**src/rtl/lstb_pkg.sv**
```systemverilog
// constants, types and shared arithmetic of the leap-second time base
package lstb_pkg;
  // clock rate and local time base increments
  localparam int unsigned  CLK_HZ          = 10_000_000;
  localparam logic [29:0]  NS_PER_CLK      = 30'h64;        // 100 ns per clock
  localparam logic [29:0]  NS_PER_SEC      = 30'h3B9ACA00;  // one second in ns
  localparam logic [29:0]  NS_PER_US       = 30'h3E8;
  localparam logic [47:0]  US_PER_SEC      = 48'hF4240;
  // step threshold: larger offsets reset the time base instead of slewing
  localparam logic [63:0]  STEP_LIMIT_US   = 64'h1F4;       // 500 us
  localparam logic [63:0]  STEP_LIMIT_NS   = STEP_LIMIT_US * 64'h3E8;
  // calendar arithmetic, every hour taken as exactly 3600 s
  localparam logic [31:0]  SEC_PER_HOUR    = 32'hE10;
  localparam logic [31:0]  HOURS_PER_DAY   = 32'h18;
  localparam logic [31:0]  SEC_PER_DAY     = SEC_PER_HOUR * HOURS_PER_DAY;
  localparam logic [31:0]  DAYS_PER_YEAR   = 32'h16D;
  localparam logic [15:0]  EPOCH_YEAR      = 16'h7B2;       // 1970
  localparam logic [15:0]  LEAP_CYCLE_YR   = 16'h4;
  // scale offsets
  localparam logic [31:0]  GPS_TO_ATOMIC_S = 32'h13;        // atomic leads gps by 19 s
  localparam logic [15:0]  LEGACY_LEAP_S   = 16'hD;         // fixed count of legacy variant
  localparam logic [31:0]  ACQ_BOUNDARY_S  = 32'h2;         // restart grid after a step
  // wait for satellite leap correction: 12.5 minutes, held as tenths of a minute
  localparam logic [63:0]  LEAP_WAIT_DMIN  = 64'h7D;        // 125 tenths = 12.5 min
  localparam logic [63:0]  SEC_PER_DMIN    = 64'h6;
  localparam logic [63:0]  LEAP_WAIT_CYC   = LEAP_WAIT_DMIN * SEC_PER_DMIN * 64'(CLK_HZ);

  // which master drives the time base
  typedef enum logic {
    LSTB_SRC_GM,  // precision-time grandmaster
    LSTB_SRC_TC   // satellite-disciplined time code master
  } lstb_src_t;

  // signed distance a - b in nanoseconds
  function automatic logic signed [63:0] lstb_delta_ns(input logic [31:0] a_sec, input logic [29:0] a_ns,
                                                       input logic [31:0] b_sec, input logic [29:0] b_ns);
    logic [31:0] d32;
    d32 = a_sec - b_sec;
    return 64'(signed'(d32)) * signed'(64'(NS_PER_SEC)) + signed'(64'(a_ns)) - signed'(64'(b_ns));
  endfunction

  // utc second at which 1 january of the given year began
  function automatic logic [31:0] lstb_year_start(input logic [15:0] year);
    logic [31:0] yrs;
    logic [31:0] days;
    yrs  = 32'(year - EPOCH_YEAR);
    days = yrs * DAYS_PER_YEAR + 32'((year - EPOCH_YEAR + 16'h1) / LEAP_CYCLE_YR);
    return days * SEC_PER_DAY;
  endfunction
endpackage

```
**src/rtl/lstb_stamp.sv**
```systemverilog
// packet timestamp former: year-relative microseconds and epoch seconds/nanoseconds
`timescale 1ns/1ps
`default_nettype none
module lstb_stamp (
  input  wire logic        clk,           // system clock
  input  wire logic        rst,           // synchronous reset, high
  input  wire logic        stamp_req,     // oldest data unit of a payload, gated by acquisition
  input  wire logic [31:0] utc_sec,       // current utc seconds since 1970
  input  wire logic [29:0] ns,            // nanoseconds within the second
  input  wire logic [15:0] year,          // year from the grandmaster
  output logic      [47:0] ts_year_us,    // year_relative_packet_format stamp
  output logic      [63:0] ts_epoch,      // epoch_packet_format stamp
  output logic             stamp_valid    // one-cycle pulse with fresh stamps
);
  typedef struct packed {
    logic [47:0] year_us;
    logic [63:0] epoch;
    logic        valid;
  } lstb_stamp_state_t;

  lstb_stamp_state_t st, st_next;  // state and its next value
  logic [31:0]       rel_sec;      // seconds since the year began

  // year start assumes uniform 3600 s hours, so a mid-year leap is ignored
  always_comb begin
    st_next       = st;
    rel_sec       = utc_sec - lstb_pkg::lstb_year_start(year);  // RQ4
    st_next.valid = stamp_req;
    if (stamp_req) begin
      st_next.year_us = 48'(rel_sec) * lstb_pkg::US_PER_SEC + 48'(ns / lstb_pkg::NS_PER_US);  // RQ11
      st_next.epoch   = {2'h0, ns, utc_sec};  // RQ12
    end
  end

  // single state register
  always_ff @(posedge clk) begin
    if (rst) begin
      st <= '0;
    end else begin
      st <= st_next;
    end
  end

  assign ts_year_us  = st.year_us;
  assign ts_epoch    = st.epoch;
  assign stamp_valid = st.valid;

  property p_epoch_layout;
    @(posedge clk) disable iff (rst)
    stamp_req |=> stamp_valid && ts_epoch[31:0] == $past(utc_sec) && ts_epoch[61:32] == $past(ns);
  endproperty
  a_epoch_layout: assert property (p_epoch_layout) else $error("epoch stamp fields wrong");  // RQ12

  property p_year_rel;
    @(posedge clk) disable iff (rst)
    (stamp_req && utc_sec == lstb_pkg::lstb_year_start(year) && ns < lstb_pkg::NS_PER_US) |=> ts_year_us == 48'h0;
  endproperty
  a_year_rel: assert property (p_year_rel) else $error("year stamp not zero at year start");  // RQ4
endmodule  // lstb_stamp
`default_nettype wire

```
**src/rtl/lstb_time_base.sv**
```systemverilog
// leap-second aware time base: sync, step/slew, leap handling, acquisition gating
// Contract
// [RQ1] utc equals reference time minus valid leap count
// [RQ2] leap insertion accepted at end of any month
// [RQ3] grandmaster gives only total utc offset seconds
// [RQ4] year start assumes every hour 3600 seconds
// [RQ5] year taken from the precision-time grandmaster
// [RQ6] apply satellite leap correction, stepping time back
// [RQ7] offset above 500 us resets time base
// [RQ8] after reset acquisition resumes at two-second boundary
// [RQ9] step expected after power-up and first lock
// [RQ10] leap count programmable; legacy holds fixed thirteen (code loads 13 once; satellite correction and insertion still change it)
// [RQ11] 48-bit microseconds since year start on oldest unit
// [RQ12] epoch stamp: seconds low word, nanoseconds high word
// [RQ13] atomic time leads satellite time by nineteen seconds
`timescale 1ns/1ps
`default_nettype none
module lstb_time_base #(
  parameter logic [39:0] LEAP_WAIT_CYCLES = 40'(lstb_pkg::LEAP_WAIT_CYC)  // wait for satellite leap fix
) (
  input  wire logic                clk,             // 10 MHz system clock
  input  wire logic                rst,             // synchronous power-up reset, high
  input  wire lstb_pkg::lstb_src_t src_sel,         // master that disciplines the time base
  input  wire logic                ptp_valid,       // grandmaster sync pulse
  input  wire logic [31:0]         ptp_sec,         // grandmaster atomic seconds
  input  wire logic [29:0]         ptp_ns,          // grandmaster nanoseconds
  input  wire logic [15:0]         ptp_utc_offset,  // grandmaster total utc offset, s
  input  wire logic [15:0]         ptp_year,        // grandmaster year
  input  wire logic                tc_valid,        // time code second marker pulse
  input  wire logic [31:0]         tc_gps_sec,      // satellite seconds at the marker
  input  wire logic                legacy_mode,     // fixed leap count variant
  input  wire logic [15:0]         leap_prog,       // programmed leap count
  input  wire logic                sat_leap_valid,  // satellite leap correction pulse
  input  wire logic [15:0]         sat_leap,        // corrected leap count
  input  wire logic                leap_insert_req, // announced leap insertion pulse
  input  wire logic                month_last_day,  // today is the last day of a month
  input  wire logic                stamp_req,       // oldest data unit of a payload
  output logic                     time_valid,      // time base has been set
  output logic                     acq_run,         // acquisition enabled
  output logic                     drop,            // pulse: data unit discarded in gap
  output logic      [31:0]         utc_sec,         // utc seconds since 1970
  output logic      [15:0]         leap_count,      // leap count in use, utc to atomic
  output logic      [15:0]         year,            // current year
  output logic      [7:0]          step_count,      // time base resets so far
  output logic                     leap_timeout,    // no satellite correction in time
  output logic      [47:0]         ts_year_us,      // year-relative stamp
  output logic      [63:0]         ts_epoch,        // epoch stamp
  output logic                     stamp_valid      // pulse with fresh stamps
);
  typedef struct packed {
    logic [31:0] sec;             // local atomic seconds
    logic [29:0] ns;              // local nanoseconds
    logic        valid;           // time base set at least once
    logic [19:0] slew_rem;        // ns still to slew
    logic        slew_dn;         // local clock ahead: slow down
    logic        init_done;       // leap count loaded after reset
    logic [15:0] gm_offset;       // last grandmaster offset
    logic [15:0] tc_leap;         // time code leap count, utc to gps
    logic        sat_seen;        // satellite correction received
    logic [39:0] wait_cnt;        // cycles waited for correction
    logic        leap_timeout;    // wait ran out
    logic        insert_pending;  // leap insertion armed
    logic        acq_run;         // acquisition running
    logic [15:0] year;            // year from grandmaster
    logic [7:0]  step_count;      // number of hard steps
    logic [31:0] utc_sec;         // registered utc
    logic [15:0] leap_out;        // registered leap count
    logic        drop;            // discard pulse
  } lstb_tb_state_t;

  lstb_tb_state_t     st, st_next;    // state and its next value
  logic [31:0]        eff_leap;       // atomic minus utc, seconds
  logic [31:0]        utc_now;        // utc of the current cycle
  logic               in_valid;       // sync from selected master
  logic [31:0]        in_sec;         // its atomic seconds
  logic [29:0]        in_ns;          // its nanoseconds
  logic signed [63:0] delta;          // incoming minus local, ns
  logic [63:0]        delta_mag;      // magnitude of delta
  logic               big_step;       // offset too large to slew
  logic [29:0]        inc;            // ns advance this cycle
  logic [30:0]        ns_sum;         // ns before wrap
  logic               sec_roll;       // second boundary this cycle
  logic               apply_insert;   // leap insertion applied now

  // leap count and incoming time of the selected master
  always_comb begin
    if (src_sel == lstb_pkg::LSTB_SRC_GM) begin
      eff_leap = {16'h0, st.gm_offset};  // only a total offset is known here  // RQ3
      in_valid = ptp_valid;
      in_sec   = ptp_sec;
      in_ns    = ptp_ns;
    end else begin
      eff_leap = {16'h0, st.tc_leap} + lstb_pkg::GPS_TO_ATOMIC_S;  // RQ13
      in_valid = tc_valid;
      in_sec   = tc_gps_sec + lstb_pkg::GPS_TO_ATOMIC_S;  // RQ13
      in_ns    = 30'h0;
    end
    utc_now   = st.sec - eff_leap;  // RQ1
    delta     = lstb_pkg::lstb_delta_ns(in_sec, in_ns, st.sec, st.ns);
    delta_mag = (delta < 0) ? 64'(-delta) : 64'(delta);
    big_step  = !st.valid || (delta_mag > lstb_pkg::STEP_LIMIT_NS);  // RQ7 RQ9
  end

  // next state: advance, slew or step, leap bookkeeping, acquisition gate
  always_comb begin
    st_next = st;
    // slewing trades a cycle of speed for continuity below the step limit
    inc = lstb_pkg::NS_PER_CLK;
    if (st.slew_rem != 20'h0) begin
      inc              = st.slew_dn ? 30'h0 : 30'(lstb_pkg::NS_PER_CLK << 1);
      st_next.slew_rem = (st.slew_rem > 20'(lstb_pkg::NS_PER_CLK)) ? st.slew_rem - 20'(lstb_pkg::NS_PER_CLK) : 20'h0;
    end
    ns_sum   = {1'b0, st.ns} + {1'b0, inc};
    sec_roll = ns_sum >= {1'b0, lstb_pkg::NS_PER_SEC};
    if (sec_roll) begin
      st_next.ns  = 30'(ns_sum - {1'b0, lstb_pkg::NS_PER_SEC});
      st_next.sec = st.sec + 32'h1;
      // restart only on the two-second grid
      if (st.valid && !st.acq_run && (st_next.sec % lstb_pkg::ACQ_BOUNDARY_S) == 32'h0) begin
        st_next.acq_run = 1'b1;  // RQ8
      end
    end else begin
      st_next.ns = ns_sum[29:0];
    end
    // leap insertion at the last second of any month, not only june or december
    apply_insert = sec_roll && st.insert_pending && month_last_day &&
                   (utc_now % lstb_pkg::SEC_PER_DAY) == (lstb_pkg::SEC_PER_DAY - 32'h1);  // RQ2
    if (apply_insert) begin
      st_next.tc_leap        = st.tc_leap + 16'h1;  // RQ2
      st_next.insert_pending = 1'b0;
    end
    // a fresh announcement in the same cycle re-arms: set wins over clear
    if (leap_insert_req) begin
      st_next.insert_pending = 1'b1;
    end
    // leap count loaded once after reset release
    if (!st.init_done) begin
      st_next.init_done = 1'b1;
      st_next.tc_leap   = legacy_mode ? lstb_pkg::LEGACY_LEAP_S : leap_prog;  // RQ10
    end
    // satellite correction wins; utc steps back by the difference
    if (sat_leap_valid) begin
      st_next.tc_leap  = sat_leap;  // RQ6
      st_next.sat_seen = 1'b1;
    end else if (!st.sat_seen && !st.leap_timeout) begin
      st_next.wait_cnt = st.wait_cnt + 40'h1;
      if (st_next.wait_cnt >= LEAP_WAIT_CYCLES) begin
        st_next.leap_timeout = 1'b1;  // RQ6
      end
    end
    // grandmaster carries year and offset with each sync
    if (ptp_valid) begin
      st_next.year      = ptp_year;  // RQ5
      st_next.gm_offset = ptp_utc_offset;  // RQ3
    end
    // synchronisation: reset the time base on a large offset, else slew
    if (in_valid) begin
      if (big_step) begin
        st_next.sec        = in_sec;  // RQ7
        st_next.ns         = in_ns;
        st_next.valid      = 1'b1;
        st_next.slew_rem   = 20'h0;
        st_next.acq_run    = 1'b0;  // RQ8
        st_next.step_count = st.step_count + 8'h1;  // RQ9
      end else begin
        st_next.slew_rem = delta_mag[19:0];
        st_next.slew_dn  = delta < 0;
      end
    end
    st_next.utc_sec  = utc_now;  // RQ1
    st_next.leap_out = eff_leap[15:0];
    st_next.drop     = stamp_req && !st.acq_run;  // RQ8
  end

  // single state register
  always_ff @(posedge clk) begin
    if (rst) begin
      st <= '0;
    end else begin
      st <= st_next;
    end
  end

  // stamps are only formed while acquisition runs
  lstb_stamp i_lstb_stamp (
    .clk         (clk),
    .rst         (rst),
    .stamp_req   (stamp_req && st.acq_run),
    .utc_sec     (utc_now),
    .ns          (st.ns),
    .year        (st.year),
    .ts_year_us  (ts_year_us),
    .ts_epoch    (ts_epoch),
    .stamp_valid (stamp_valid)
  );

  assign time_valid   = st.valid;
  assign acq_run      = st.acq_run;
  assign drop         = st.drop;
  assign utc_sec      = st.utc_sec;
  assign leap_count   = st.leap_out;
  assign year         = st.year;
  assign step_count   = st.step_count;
  assign leap_timeout = st.leap_timeout;

  property p_utc;
    @(posedge clk) disable iff (rst)
    st.valid |=> utc_sec == $past(st.sec) - $past(eff_leap);
  endproperty
  a_utc: assert property (p_utc) else $error("utc not reference minus leap");  // RQ1

  property p_step;
    @(posedge clk) disable iff (rst)
    (in_valid && big_step) |=> st.sec == $past(in_sec) && !acq_run && step_count == $past(step_count) + 8'h1;
  endproperty
  a_step: assert property (p_step) else $error("large offset did not reset time base");  // RQ7

  property p_slew;
    @(posedge clk) disable iff (rst)
    (in_valid && !big_step) |=> step_count == $past(step_count);
  endproperty
  a_slew: assert property (p_slew) else $error("small offset caused a step");  // RQ7

  property p_restart;
    @(posedge clk) disable iff (rst)
    $rose(acq_run) |-> st.sec[0] == 1'b0 && st.sec != $past(st.sec);
  endproperty
  a_restart: assert property (p_restart) else $error("acquisition restarted off grid");  // RQ8

  property p_sat;
    @(posedge clk) disable iff (rst)
    sat_leap_valid |=> st.tc_leap == $past(sat_leap) && st.sat_seen;
  endproperty
  a_sat: assert property (p_sat) else $error("satellite leap not applied");  // RQ6

  property p_legacy;
    @(posedge clk) disable iff (rst)
    (!st.init_done && legacy_mode && !sat_leap_valid) |=> st.tc_leap == lstb_pkg::LEGACY_LEAP_S;
  endproperty
  a_legacy: assert property (p_legacy) else $error("legacy leap count not loaded");  // RQ10

  property p_insert;
    @(posedge clk) disable iff (rst)
    (apply_insert && st.init_done && !sat_leap_valid) |=> st.tc_leap == $past(st.tc_leap) + 16'h1;
  endproperty
  a_insert: assert property (p_insert) else $error("leap insertion not applied");  // RQ2

  property p_tc_offset;
    @(posedge clk) disable iff (rst)
    (src_sel == lstb_pkg::LSTB_SRC_TC && tc_valid && big_step) |=> st.sec == $past(tc_gps_sec) + 32'h13;
  endproperty
  a_tc_offset: assert property (p_tc_offset) else $error("atomic not gps plus 19");  // RQ13

  property p_year;
    @(posedge clk) disable iff (rst)
    ptp_valid |=> year == $past(ptp_year);
  endproperty
  a_year: assert property (p_year) else $error("year not taken from grandmaster");  // RQ5

  property p_drop;
    @(posedge clk) disable iff (rst)
    (stamp_req && !acq_run) |=> drop && !stamp_valid;
  endproperty
  a_drop: assert property (p_drop) else $error("data in gap not discarded");  // RQ8
endmodule  // lstb_time_base
`default_nettype wire

```
**config.mk**
```make
export PLATFORM = sky130hd
export DESIGN_NAME = lstb_time_base
export DESIGN_NICKNAME = d
export VERILOG_FILES = /design/src/rtl/lstb_pkg.sv /design/src/rtl/lstb_stamp.sv /design/src/rtl/lstb_time_base.sv
export SDC_FILE = /design/constraint.sdc
export NUM_CORES = 2
export LEC_CHECK = 0
export ABC_AREA = 1
export BUFFER_PORTS_ARGS = -buffer_cell sky130_fd_sc_hd__buf_2
export CORE_UTILIZATION = 58
export DETAILED_ROUTE_END_ITERATION = 8
export PLACE_DENSITY_LB_ADDON = 0.12
export RECOVER_POWER = 50
export SLEW_MARGIN = 10
export SYNTH_ARGS = -nofsm -noshare
export SYNTH_HDL_FRONTEND = slang
export SYNTH_SLANG_ARGS = --single-unit
```
**constraint.sdc**
```tcl
create_clock -name clk -period 17.2 [get_ports clk]
set_input_delay 1.72 -clock clk [delete_from_list [all_inputs] [get_ports clk]]
set_output_delay 1.72 -clock clk [all_outputs]
set_load 0.005 [all_outputs]
```
==> impl_metrics.toml <==
[clock_tree]
numCtsBuffers = 44
cts_root_buffer = "clkbuf_16"
clock_path_buffers = 3
cts_tree = "yes"
clkLatencyLatePin_ns = 0.63
cts.clk_slew.worst_paths_ns = 0.07
cts_max_level = 2
cts_hold_buf = 0
numClockSinks = 345

[place]
dp_hpwl_um = 163900
dp_cells = 10790
gp_congestion = 1.000
dpl_cell_area_sq_mm = 0.06771
io_buffers = 354

[floorplanning]
boundaryPins = 357
core_area_sq_mm = 0.1077
rows = 120
die_h_um = 332.3
dieArea_sq_mm = 0.1104
die_w_um = 332.3
start_util_pct = 58.77

[sta]
period_needed_ns = 16.45
fin_worst_skew_ns = 0.02863
drv_slew = 137
finalCritPeriodShare_pct = 95.65
worst_slew_pin_slew_ns = 2.327
max-slew-margin-rel_pct = -55.16
hold_viol = 0
fin_tns_setup_ns = 0
setup_viol = 0
fmax_ghz = 0.06078

[worst_hold_path]
min_path_type = "flip-flop to flip-flop"

[synth]
synth_compound_area_share_pct = 10.59
avgSynthCellArea_sq_um = 7.049
synthDistinctLibCells = 69
synthCells = 8975
synth-seq-cells = 345
synth-async-reset-ratio_pct = 0
ys.flop_type = "dfxtp_1"
synth_top_family_by_area = "adder cells"
synth.area.mux_share_pct = 0.1108
syn-cell-area_sq_mm = 0.06327
synth-seq-area-share_pct = 10.92
synth_edf_count = 0
yosys.area_share.adder_pct = 32.91
synthSimpleGateAreaFrac_pct = 23.67
ys_warn_count = 0
synth-xor-area-share_pct = 8.971

[global_routing]
grt_max_degree = 102
grt_pass1_vias = 56710
antenna_found_initial = 6
grt_first_pass_wirelength_um = 304200
track_usage_pct = 34.38
overflow = 0

[drt]
wl_per_cell_um = 17.71
drc_errors = 0
drt-total-wl_um = 194100
antenna_left = 0
drtIter0Drc = 4413
dr.pass1.iters = 5
avgViaCountPerCell = 5.418
vias = 59370

[finish]
instances_no_fill = 10960
syn2layout_area_growth_pct = 12.46
final_core_util_pct = 66.09
final_cell_area_sq_mm = 0.07115
num-nets-final = 10980
drive_gt1_share_pct = 11.92

[setup_path]
crit_type = "input port to flip-flop"
crit_path_end_kind = "flip-flop"
arrival_ns = 16.95
start_kind = "input port"
required_ns = 17.70
cpMostUsedCell = "nand2_1"
crit_slowest_cell = "fa_2"
critPathMaxStageDelay_ns = 0.36
crit_fanout = 13

[flow_run]
cap_violations = 4

[status]
outcome = "complete, but fails checks"
violations = "max-capacitance violations, max-slew violations"
[path summary, 6_finish.rpt]
kind                             start                   end  slack (ns)  cells past startpoint
setup / recovery               src_sel  st[123]$_SDFFE_PP0P_        0.75                    123
hold / removal    st[116]$_SDFFE_PP0P_  st[116]$_SDFFE_PP0P_        0.49                      2
hold reg to reg   st[116]$_SDFFE_PP0P_  st[116]$_SDFFE_PP0P_        0.49                      2
setup reg to reg  st[117]$_SDFFE_PP0P_  st[123]$_SDFFE_PP0P_        0.85                    122
[metrics by stage]
| step | setup slack [ns] | hold WS (ns) |
|---|---|---|
| after floorplan | 1.110 | 0.4251 |
| after global placement | -0.2920 | 0.4595 |
| after detailed placement | -0.5869 | 0.4721 |
| after CTS | 0.02132 | 0.4916 |
| after global routing | -0.2370 | 0.5124 |
| final | 0.7475 | 0.4888 |
[placed cells by master, fill, tap and decap left out, types with 31 or more instances in the layout]
| master | Yosys | routed |
|---|---|---|
| xor2_1 | 496 | 493 |
| nor2_1 | 834 | 805 |
| nor2_2 | 18 | 33 |
| buf_4 | 77 | 317 |
| inv_1 | 1783 | 1773 |
| nand2_4 | 11 | 43 |
| o21bai_1 | 33 | 31 |
| inv_2 | 43 | 48 |
| nand2_2 | 124 | 153 |
| nand3_2 | 21 | 33 |
| a31oi_1 | 40 | 39 |
| dfxtp_1 | 345 | 341 |
| nor3_1 | 133 | 119 |
| clkbuf_1 | 112 | 114 |
| nand4_1 | 107 | 107 |
| xnor2_1 | 147 | 146 |
| nor4_1 | 38 | 34 |
| buf_2 | 4 | 249 |
| nand2_1 | 1541 | 1482 |
| fa_1 | 622 | 621 |
| nand3_1 | 492 | 471 |
| clkbuf_16 | 0 | 47 |
| o21ai_0 | 449 | 436 |
| a21oi_1 | 511 | 504 |
| ha_1 | 669 | 663 |
| o211ai_1 | 45 | 45 |
[cells by family (layout without fill, tap and decap cells)]
logic type,count (synthesis),count (layout)
simple gates,3408,3424
xor+xnor,645,645
compound gates,1220,1220
flops,345,345
buf+inv,2058,2620
other cells,1,3
mux,7,7
fa+ha+maj,1291,1291
[flip-flops by register name (all words and copies together), names as in the netlist]
name / cells
st: 158
i_lstb_stamp.ts_epoch: 62
i_lstb_stamp.ts_year_us: 48
utc_sec: 32
leap_count: 16
year: 16
step_count: 8
acq_run: 1
drop: 1
i_lstb_stamp.stamp_valid: 1
leap_timeout: 1
time_valid: 1
[per-layer routing]
metal	global-route usage [%]	up-vias	routed length [um]
met5	0	-	23
met4	10.53	4	6393
met3	4.817	291	13090
met2	54.95	1878	86410
met1	48.02	27880	88190
li1	-	29310	-
[critical path: cells and delay by family]
kind            cells  cell delay [ns]
fa+ha+maj           1             0.36
xor+xnor            1             0.26
simple gates       91            10.53
compound gates      9             1.19
buf+inv            21             2.82
[synth_stat cells (all sizes together), types with 4 or more instances]
library cell  count  area [sq um]
clkbuf          112         420.4
nor2            856          3288
o31ai            18         135.1
a211oi            9         67.56
a22oi             4         30.03
nor3b             6         45.04
nand4           114         792.0
inv            1826          6854
mux2i             7         70.07
and2             13         81.33
o21bai           33         247.7
ha              669          8371
nand3           521          2813
buf             100         767.0
or2              19         118.9
a21oi           519          2658
fa              622         12450
xor2            498          4388
o21ai           487          2460
o21a              8         60.06
dfxtp           345          6907
a31oi            40         250.2
a221oi            4         35.03
o22ai             5         31.28
nor3            136         695.7
o211ai           45         337.8
clkinv           20         75.07
xnor2           147          1287
nand3b           19         142.6
nor4             39         250.2
o41ai             5         43.79
a21o             28         210.2
nand2          1676          6684
[cell type report]
cell class / instances / area (sq um)
antenna: 1 / 2.502
multi-input combinational: 6589 / 49550
timing repair buffer: 697 / 4459
inverter: 1846 / 6974
tap: 1403 / 1755
clock buffer: 53 / 1145
clock inverter: 23 / 345.3
timing repair inverter: 1 / 5.005
sequential: 345 / 6914
fill: 9838 / 36510
[repair_timing]
| action | in CTS | in global routing |
|---|---|---|
| setup endpoints to repair | 0 | 132 |
| setup buffers | 0 | 75 |
| gates resized for setup | 0 | 310 |
Power is left out: the tool's default activity adds up to more than one toggle a clock period on the data nets, which glitch-free logic cannot reach.
